File: src/hw/flash_host_defines.vh
// timing and address constants for the parallel flash host controller
// assumes a 50 MHz reference clock; included by the host modules
`ifndef FLASH_HOST_DEFINES_VH
`define FLASH_HOST_DEFINES_VH

`define CLK_PERIOD_NS      20
`define WRITE_PULSE_NS     90
`define WRITE_HIGH_NS      90
`define ADDR_HOLD_NS       50
`define READ_ACCESS_NS     120
`define STROBE_HIGH_NS     150
`define PROG_MAX_US        50
`define ERASE_MAX_S        10
// cycle counts: minimum times round up
`define WRITE_PULSE_CYC    ((`WRITE_PULSE_NS + `CLK_PERIOD_NS - 1) / `CLK_PERIOD_NS)
`define WRITE_HIGH_CYC     ((`WRITE_HIGH_NS + `CLK_PERIOD_NS - 1) / `CLK_PERIOD_NS)
`define ADDR_HOLD_CYC      ((`ADDR_HOLD_NS + `CLK_PERIOD_NS - 1) / `CLK_PERIOD_NS)
`define READ_ACCESS_CYC    ((`READ_ACCESS_NS + `CLK_PERIOD_NS - 1) / `CLK_PERIOD_NS)
`define STROBE_HIGH_CYC    ((`STROBE_HIGH_NS + `CLK_PERIOD_NS - 1) / `CLK_PERIOD_NS)
// poll budgets (in completed poll reads are not counted; cycles are)
`define PROG_MAX_CYC       (`PROG_MAX_US * 1000 / `CLK_PERIOD_NS)
`define ERASE_MAX_CYC      (`ERASE_MAX_S * 1000000 / `CLK_PERIOD_NS * 1000)
`define CMD_ADDR_MASK      17'h07FFF
`define BOOT_LAST_ADDR     17'h01FFF

// operation codes on i_op
`define OP_READ            3'h0
`define OP_PROGRAM         3'h1
`define OP_ERASE           3'h2
`define OP_ID_READ         3'h3
`define OP_LOCKOUT         3'h4
`define OP_RAW_WRITE       3'h5

// command sequence table: step count, address, data (parameters in the top)
`define SEQ_LEN            3
`endif

File: src/hw/flash_host.v
// host controller that drives a 128K x 8 parallel flash through its pins
// assumes a single 50 MHz clock; flash data arrives asynchronously on I_DQ_IN pins
`timescale 1ns/1ns
`include "flash_host_defines.vh"
module flash_host #(
    parameter [31:0] PROG_TIMEOUT  = `PROG_MAX_CYC,
    parameter [39:0] ERASE_TIMEOUT = `ERASE_MAX_CYC,
    parameter        CE_CONTROLLED = 0,
    parameter [16:0] UNLOCK_A1     = 17'h05555,
    parameter [16:0] UNLOCK_A2     = 17'h02AAA,
    parameter [7:0]  UNLOCK_D1     = 8'hAA,
    parameter [7:0]  UNLOCK_D2     = 8'h55,
    parameter [7:0]  CMD_PROGRAM   = 8'hA0,
    parameter [7:0]  CMD_ERASE_1   = 8'h80,
    parameter [7:0]  CMD_ERASE_2   = 8'h10,
    parameter [7:0]  CMD_ID_ENTRY  = 8'h90,
    parameter [7:0]  CMD_ID_EXIT   = 8'hF0,
    parameter [7:0]  CMD_LOCKOUT   = 8'h40
) (
    input  wire        I_REF_CLK,
    input  wire        I_RST,
    input  wire        I_REQ,
    input  wire [2:0]  I_OP,
    input  wire [16:0] I_ADDR,
    input  wire [7:0]  I_WDATA,
    input  wire        I_BOOT_LOCKED,
    output wire        O_READY,
    output reg         O_DONE,
    output reg  [7:0]  O_RDATA,
    output reg         O_ERROR,
    output reg  [16:0] O_A,
    output reg  [7:0]  O_DQ_OUT,
    output wire        O_DQ_OE,
    input  wire [7:0]  I_DQ_IN,
    output wire        O_CE_N,
    output wire        O_OE_N,
    output wire        O_WE_N
);
    localparam S_IDLE  = 3'h0;
    localparam S_CMD   = 3'h1;
    localparam S_DATA  = 3'h2;
    localparam S_POLL  = 3'h3;
    localparam S_IDRD  = 3'h4;
    localparam S_IDEX  = 3'h5;
    localparam S_FIN   = 3'h6;

    reg [2:0]  state_r;
    reg [2:0]  op_r;
    reg [16:0] addr_r;
    reg [7:0]  wdata_r;
    reg [2:0]  step_r;
    reg        issued_r;
    reg        have_prev_r;
    reg        prev_bit_r;
    reg [39:0] wait_r;
    reg [7:0]  dq_s1_r;
    reg [7:0]  dq_s2_r;

    wire       cyc_done;
    wire [7:0] cyc_rdata;
    reg        cyc_start;
    reg        cyc_write;
    reg [16:0] seq_addr;
    reg [7:0]  seq_data;

    // command addresses are decoded on bits 14..0 only
    function [16:0] cmd_addr;
        input [16:0] a;
        begin
            cmd_addr = a & `CMD_ADDR_MASK;
        end
    endfunction

    // third byte of each three-write command
    function [7:0] third_cmd;
        input [2:0] op;
        begin
            case (op)
                `OP_PROGRAM: third_cmd = CMD_PROGRAM;
                `OP_ERASE:   third_cmd = CMD_ERASE_1;
                `OP_ID_READ: third_cmd = CMD_ID_ENTRY;
                `OP_LOCKOUT: third_cmd = CMD_LOCKOUT;
                default:     third_cmd = CMD_ID_EXIT;
            endcase
        end
    endfunction

    // erase repeats the unlock pair then issues the second erase byte
    always @* begin
        case (step_r)
            3'h0, 3'h3: begin
                seq_addr = cmd_addr(UNLOCK_A1);
                seq_data = UNLOCK_D1;
            end
            3'h1, 3'h4: begin
                seq_addr = cmd_addr(UNLOCK_A2);
                seq_data = UNLOCK_D2;
            end
            3'h2: begin
                seq_addr = cmd_addr(UNLOCK_A1);
                seq_data = (state_r == S_IDEX) ? CMD_ID_EXIT : third_cmd(op_r);
            end
            default: begin
                seq_addr = cmd_addr(UNLOCK_A1);
                seq_data = CMD_ERASE_2;
            end
        endcase
    end

    // flash data pins pass two flip-flops before any use
    always @(posedge I_REF_CLK) begin
        dq_s1_r <= I_DQ_IN;
        dq_s2_r <= dq_s1_r;
    end

    assign O_READY = (state_r == S_IDLE);

    flash_bus_cycle u_cycle (
        .I_REF_CLK  (I_REF_CLK),
        .I_RST      (I_RST),
        .i_start    (cyc_start),
        .i_write    (cyc_write),
        .i_ce_ctl   (CE_CONTROLLED != 0),
        .i_din_sync (dq_s2_r),
        .o_done     (cyc_done),
        .o_rdata    (cyc_rdata),
        .o_ce_n     (O_CE_N),
        .o_we_n     (O_WE_N),
        .o_oe_n     (O_OE_N),
        .o_dq_oe    (O_DQ_OE)
    );

    // start a bus cycle when one is not already under way
    always @* begin
        cyc_start = 1'b0;
        cyc_write = 1'b1;
        case (state_r)
            S_CMD, S_IDEX, S_DATA: cyc_start = !issued_r;
            S_POLL, S_IDRD: begin
                cyc_start = !issued_r;
                cyc_write = 1'b0;
            end
            default: cyc_start = 1'b0;
        endcase
    end

    // operation sequencer
    always @(posedge I_REF_CLK) begin
        if (I_RST) begin
            state_r     <= S_IDLE;
            op_r        <= `OP_READ;
            addr_r      <= 17'h00000;
            wdata_r     <= 8'h00;
            step_r      <= 3'h0;
            issued_r    <= 1'b0;
            have_prev_r <= 1'b0;
            prev_bit_r  <= 1'b0;
            wait_r      <= 40'h0000000000;
            O_DONE      <= 1'b0;
            O_RDATA     <= 8'h00;
            O_ERROR     <= 1'b0;
            O_A         <= 17'h00000;
            O_DQ_OUT    <= 8'h00;
        end else begin
            O_DONE <= 1'b0;
            if (cyc_start) begin
                issued_r <= 1'b1;
            end
            case (state_r)
                S_IDLE: begin
                    if (I_REQ) begin
                        op_r     <= I_OP;
                        addr_r   <= I_ADDR;
                        wdata_r  <= I_WDATA;
                        step_r   <= 3'h0;
                        issued_r <= 1'b0;
                        O_ERROR  <= 1'b0;
                        // locked boot block is refused by the device; skip it
                        if (I_OP == `OP_PROGRAM && I_BOOT_LOCKED
                                && I_ADDR <= `BOOT_LAST_ADDR) begin
                            O_ERROR <= 1'b1;
                            state_r <= S_FIN;
                        end else if (I_OP == `OP_READ) begin
                            O_A     <= I_ADDR;
                            state_r <= S_IDRD;
                        end else if (I_OP == `OP_RAW_WRITE) begin
                            O_A      <= I_ADDR;
                            O_DQ_OUT <= I_WDATA;
                            state_r  <= S_DATA;
                        end else begin
                            state_r <= S_CMD;
                        end
                    end
                end
                S_CMD, S_IDEX: begin
                    O_A      <= seq_addr;
                    O_DQ_OUT <= seq_data;
                    if (cyc_done) begin
                        issued_r <= 1'b0;
                        step_r   <= step_r + 3'h1;
                        if (state_r == S_IDEX && step_r == 3'h2) begin
                            state_r <= S_FIN; // back to normal mode
                        end else if (op_r == `OP_ERASE && step_r == 3'h5) begin
                            // erase ends on oe high, ce and we low writes
                            O_A     <= addr_r;
                            wait_r  <= 40'h0000000000;
                            have_prev_r <= 1'b0;
                            state_r <= S_POLL;
                        end else if (op_r != `OP_ERASE && step_r == 3'h2) begin
                            if (op_r == `OP_PROGRAM) begin
                                O_A      <= addr_r;
                                O_DQ_OUT <= wdata_r;
                                state_r  <= S_DATA;
                            end else if (op_r == `OP_ID_READ) begin
                                // upper lines low, low bit picks the code
                                O_A     <= {16'h0000, addr_r[0]};
                                state_r <= S_IDRD;
                            end else begin
                                wait_r      <= 40'h0000000000;
                                have_prev_r <= 1'b0;
                                state_r     <= S_POLL;
                            end
                        end
                    end
                end
                S_DATA: begin
                    if (cyc_done) begin
                        issued_r    <= 1'b0;
                        wait_r      <= 40'h0000000000;
                        have_prev_r <= 1'b0;
                        state_r     <= (op_r == `OP_RAW_WRITE) ? S_FIN : S_POLL;
                    end
                end
                S_POLL: begin
                    // address held constant over every polling read
                    wait_r <= wait_r + 40'h0000000001;
                    if (cyc_done) begin
                        issued_r    <= 1'b0;
                        have_prev_r <= 1'b1;
                        prev_bit_r  <= cyc_rdata[6];
                        // two reads in a row with equal bit 6 mean not busy
                        if (have_prev_r && prev_bit_r == cyc_rdata[6]) begin
                            O_RDATA <= cyc_rdata;
                            state_r <= S_FIN;
                        end else if (wait_r >= ((op_r == `OP_ERASE) ? ERASE_TIMEOUT
                                               : {8'h00, PROG_TIMEOUT})) begin
                            O_ERROR <= 1'b1; // operation overran its limit
                            state_r <= S_FIN;
                        end
                    end
                end
                S_IDRD: begin
                    if (cyc_done) begin
                        issued_r <= 1'b0;
                        O_RDATA  <= cyc_rdata;
                        step_r   <= 3'h0;
                        // leave identification mode at once
                        state_r  <= (op_r == `OP_ID_READ) ? S_IDEX : S_FIN;
                    end
                end
                S_FIN: begin
                    O_DONE  <= 1'b1;
                    state_r <= S_IDLE;
                end
                default: begin
                    state_r <= S_IDLE;
                end
            endcase
        end
    end
endmodule

File: src/hw/flash_bus_cycle.v
// one strobe cycle on the flash pins: a timed write or a timed read
// assumes synchronised data input; the caller holds address and data stable
`timescale 1ns/1ns
`include "flash_host_defines.vh"
module flash_bus_cycle (
    input  wire        I_REF_CLK,
    input  wire        I_RST,
    input  wire        i_start,
    input  wire        i_write,
    input  wire        i_ce_ctl,
    input  wire [7:0]  i_din_sync,
    output wire        o_done,
    output reg  [7:0]  o_rdata,
    output reg         o_ce_n,
    output reg         o_we_n,
    output reg         o_oe_n,
    output reg         o_dq_oe
);
    localparam ST_IDLE = 2'h0;
    localparam ST_LOW  = 2'h1;
    localparam ST_HIGH = 2'h2;
    // read cycles wait for access plus the two-stage input sampler
    localparam integer LOW_W_I  = `WRITE_PULSE_CYC;
    localparam integer LOW_R_I  = `READ_ACCESS_CYC + 2;
    localparam integer HIGH_W_I = `WRITE_HIGH_CYC;
    localparam integer HIGH_R_I = `STROBE_HIGH_CYC;
    // counts are small; keep only the counter's width
    localparam [7:0]   LOW_W    = LOW_W_I[7:0];
    localparam [7:0]   LOW_R    = LOW_R_I[7:0];
    localparam [7:0]   HIGH_W   = HIGH_W_I[7:0];
    localparam [7:0]   HIGH_R   = HIGH_R_I[7:0];

    reg [1:0] state_r;
    reg [7:0] cnt_r;
    reg       wr_r;

    assign o_done = (state_r == ST_HIGH) && (cnt_r == 8'h00);

    // strobe sequencer: low phase then a recovery high phase
    always @(posedge I_REF_CLK) begin
        if (I_RST) begin
            state_r <= ST_IDLE;
            cnt_r   <= 8'h00;
            wr_r    <= 1'b0;
            o_ce_n  <= 1'b1;
            o_we_n  <= 1'b1;
            o_oe_n  <= 1'b1;
            o_dq_oe <= 1'b0;
            o_rdata <= 8'h00;
        end else begin
            case (state_r)
                ST_IDLE: begin
                    if (i_start) begin
                        wr_r    <= i_write;
                        state_r <= ST_LOW;
                        cnt_r   <= (i_write ? LOW_W : LOW_R) - 8'h01;
                        o_dq_oe <= i_write;
                        if (i_write) begin
                            // write formed by ce or by we; oe stays high
                            o_ce_n <= 1'b0;
                            o_we_n <= 1'b0;
                        end else begin
                            o_ce_n <= 1'b0;
                            o_oe_n <= 1'b0;
                        end
                    end
                end
                ST_LOW: begin
                    if (cnt_r == 8'h00) begin
                        // both ce and oe rise, so each high pulse is timed
                        o_ce_n <= 1'b1;
                        // in ce mode we rises a cycle later, so ce closes the pulse
                        o_we_n <= !(wr_r && i_ce_ctl);
                        o_oe_n <= 1'b1;
                        if (!wr_r) begin
                            o_rdata <= i_din_sync;
                        end
                        state_r <= ST_HIGH;
                        cnt_r   <= (wr_r ? HIGH_W : HIGH_R) - 8'h01;
                    end else begin
                        cnt_r <= cnt_r - 8'h01;
                    end
                end
                ST_HIGH: begin
                    o_we_n <= 1'b1;
                    if (cnt_r == 8'h00) begin
                        o_dq_oe <= 1'b0;
                        state_r <= ST_IDLE;
                    end else begin
                        cnt_r <= cnt_r - 8'h01;
                    end
                end
                default: begin
                    state_r <= ST_IDLE;
                end
            endcase
        end
    end
endmodule

File: config.mk
export PLATFORM = sky130hd
export DESIGN_NAME = flash_host
export DESIGN_NICKNAME = d
export VERILOG_FILES = /design/src/hw/flash_host.v /design/src/hw/flash_bus_cycle.v
export VERILOG_INCLUDE_DIRS = /design/src /design/src/hw
export SDC_FILE = /design/constraint.sdc
export NUM_CORES = 1
export LEC_CHECK = 0
export ABC_AREA = 1
export BUFFER_PORTS_ARGS = -buffer_cell sky130_fd_sc_hd__buf_2
export CAP_MARGIN = 10
export CELL_PAD_IN_SITES_DETAIL_PLACEMENT = 1
export CELL_PAD_IN_SITES_GLOBAL_PLACEMENT = 1
export CORE_UTILIZATION = 46
export DETAILED_ROUTE_END_ITERATION = 8
export PLACE_DENSITY_LB_ADDON = 0.15
export SYNTH_ARGS = -nofsm -noshare
export SYNTH_HDL_FRONTEND = slang
export SYNTH_SLANG_ARGS = --single-unit
File: constraint.sdc
create_clock -name I_REF_CLK -period 5.2 [get_ports I_REF_CLK]
set_input_delay 1.56 -clock I_REF_CLK [delete_from_list [all_inputs] [get_ports I_REF_CLK]]
set_output_delay 1.56 -clock I_REF_CLK [all_outputs]
set_load 0.02 [all_outputs]
==> impl_metrics.yaml <==
outcome:
  outcome: "complete, no violations"
clock_network:
  cts_root_buf: "clkbuf_16"
  cts_tree: "yes"
  numCtsBuffers: 17
  htree_levels: 4
  clk_latency_ps: 440
  clk_path_buf_depth: 2
  post_cts_buffers: 0
  cts-resized-gates: 0
  postCtsHoldBufs: 0
  numClockSinks: 151
  clk_pin_slew_worst_paths_ps: 70
die:
  fp.dieArea_um2: 17800
  core_area_um2: 16700
  start_util_pct: 47.5
  io_pins: 80
  fp.dieH_um: 133
  rows: 47
  die_w_um: 133
timing:
  setup_viol: 0
  skew_ps: 10.1
  timing.fmax_mhz: 300
  tns_ps: 0
  drv_slew: 0
  worst_pin_slew_ps: 791
  fin_crit_sh_pct: 64.1
  finalHoldViolations: 0
  max_slew_margin_pct: 46.7
  rsz0062_at_grt: "no"
  period_needed_ps: 3330
logic_synthesis:
  synth_edf_count: 0
  yosysTopAreaCell: "dfxtp_1"
  synthCells: 1146
  yosysUniqueCellTypes: 47
  yosysWarnings: 0
  syn_avg_cell_area_um2: 6.93
  yosys_most_used_dff: "dfxtp_1"
  netlist_area_um2: 7940
  synthArstFlopShare_pct: 0
  synth_nets: 1215
  synth_top_area_share_pct: 38.1
  synthTopCellsByArea: "dfxtp_1 (38%), nand2_1 (12%), a21oi_1 (8.8%)"
  ys_ff_latch: 151
  seq_area_frac_synth_pct: 38.1
detailed_routing:
  vias: 8107
  wirelength_um: 24900
  drc_errors: 0
  drt_pass1_iterations: 5
  drt_iter0_drc: 417
  ant_nets: 0
  vias_per_cell: 5.61
  wl_per_cell_um: 17.2
placed_design:
  dpl.hpwl_um: 17600
  place_inst: 1414
  portBuffers: 79
  gp_congestion: 0.867
  place_area_um2: 8490
pwr:
  p_int_w: 0.00256
  netSwitchingFraction_pct: 42.6
  p_total_w: 0.00446
  peakVddDrop_mv: 0.359
  pwr-share-clk_pct: 28.2
  pwr-share-comb_pct: 37.5
  pwr_density_cell_nw_per_um2: 492
  p_sw_w: 0.00190
  p_seq_share_pct: 34.3
  leakagePower_nw: 3.73
grt:
  grt_pass1_wl_um: 41500
  antenna_found_initial: 0
  grt_max_degree: 64
  grt_pass1_vias: 8167
  grt-ovfl-total: 0
  grtUsageTotal_pct: 29.2
critical_path:
  cpMaxStageDelayCell: "ha_1"
  crit_family: "simple AND/OR/NAND/NOR gates"
  crit_start: "op_r[1]$_SDFFE_PP0P_"
  max_stage_delay_ps: 510
  crit_top_cell: "nand2_1"
  cp.required_ps: 5570
  start_kind: "flop"
  cp_data_arrival_time_ps: 3700
  r2r_slack_ps: 1870
  crit_path_max_fanout: 14
  path_buf_inv: 2
  cp_cell_sequence: "inv_1, nor2_1, nand2_1, ha_1, nand2_1, nor3_1, inv_1, nor3_1, nand3_1, nand4_1, nand3_1, nand2_1, nand2_1, nor2_1"
  rr_startpoint: "op_r[1]$_SDFFE_PP0P_"
  crit_type: "flop to flop"
  crit_path_end_kind: "flop"
layout:
  antennaDiodeCount: 0
  final_common_cell: "nand2_1"
  finish.utilization_pct: 54.3
  final_area_um2: 9070
  drive_gt1_share_pct: 13.9
  finalNonFillerCells: 1446
  fin_nets: 1282
  areaGrowthSynthToFinish_pct: 14.2
  final_cell_mix: "nand2_1 (244), dfxtp_1 (151), a21oi_1 (139)"
worst_hold_path:
  worstHoldStart: "dq_s1_r[4]$_DFF_P_"
  hp-class: "flop to flop"
flow_run:
  drv_cap: 0
[logic make-up (layout without fill, tap and decap cells)]
kind of cell	Yosys count	in the layout	share of synthesized area [%]
DFF	151	151	38.1
and+or+nand+nor	538	538	30.3
xor gates and xnor gates	5	5	0.552
buffers and inverters	152	232	7.53
adders and majority gates	29	29	4.57
AOI/OAI and AO/OA	271	271	19.0
[worst paths after layout]
path / endpoint / cells after the start
worst max-delay path: state_r[0]$_SDFFE_PP0P_ / 14
worst min-delay path: dq_s2_r[4]$_DFF_P_ / 0
worst max register to register: state_r[0]$_SDFFE_PP0P_ / 14
worst min register to register: dq_s2_r[4]$_DFF_P_ / 0
[registers in the layout, summed over array words and instances (netlist names), 2 cells and up]
| name | flops |
|---|---|
| wait_r | 40 |
| O_A | 17 |
| addr_r | 17 |
| O_DQ_OUT | 8 |
| O_RDATA | 8 |
| dq_s1_r | 8 |
| dq_s2_r | 8 |
| u_cycle.cnt_r | 8 |
| u_cycle.o_rdata | 8 |
| wdata_r | 8 |
| op_r | 3 |
| state_r | 3 |
| step_r | 3 |
| u_cycle.state_r | 2 |
[layout make-up]
class | instances | area (µm²)
Multi-Input combinational cell | 843 | 4320
Inverter | 117 | 444
Clock inverter | 14 | 151
Sequential cell | 151 | 3020
Tap cell | 220 | 275
Fill cell | 2266 | 7630
Timing Repair Buffer | 83 | 425
Clock buffer | 18 | 429
[power groups by stage]
stage / combinational (W) / sequential (W) / clock, W
2_1_floorplan: 0.00110 / 0.00164 / 0
6_report: 0.00167 / 0.00153 / 0.00126
3_5_place_dp: 0.00165 / 0.00155 / 0
5_1_grt: 0.00187 / 0.00156 / 0.00132
3_3_place_gp: 0.00160 / 0.00155 / 0
4_1_cts: 0.00168 / 0.00153 / 0.00126
[cell usage after synthesis (4+ instances only)]
cell type / count
inv_1: 106
a31oi_1: 5
or2_2: 8
o21ai_1: 5
nor3_1: 47
o21a_1: 5
nor2_4: 5
buf_2: 6
nor2_1: 115
clkbuf_1: 24
o211ai_1: 11
o21ai_2: 4
a21oi_1: 139
nor4_1: 7
inv_2: 9
nor2_2: 6
ha_1: 29
nand2_1: 244
a21oi_2: 5
nand2_2: 6
dfxtp_1: 151
nand4_1: 16
nand3_1: 74
a211oi_1: 4
o21ai_0: 79
[per-layer routing]
| metal | global-route usage (%) | part of all wire [%] | wire [µm] | vias up |
|---|---|---|---|---|
| li1 | - | - | - | 3979 |
| met1 | 39.4 | 47 | 11600 | 3918 |
| met2 | 48.3 | 48 | 11900 | 181 |
| met3 | 4.00 | 4.3 | 1070 | 29 |
| met4 | 8.84 | 1.3 | 317 | 0 |
| met5 | 0 | 0 | 0 | - |
[metrics by stage]
step	setup WS (ps)	hold WS [ps]
floorplan	2280	310
global placement	1840	310
detailed placement	1730	313
CTS	1870	328
global route	1620	333
finish	1870	326
Note: power is estimated with default switching activity, not from simulation.
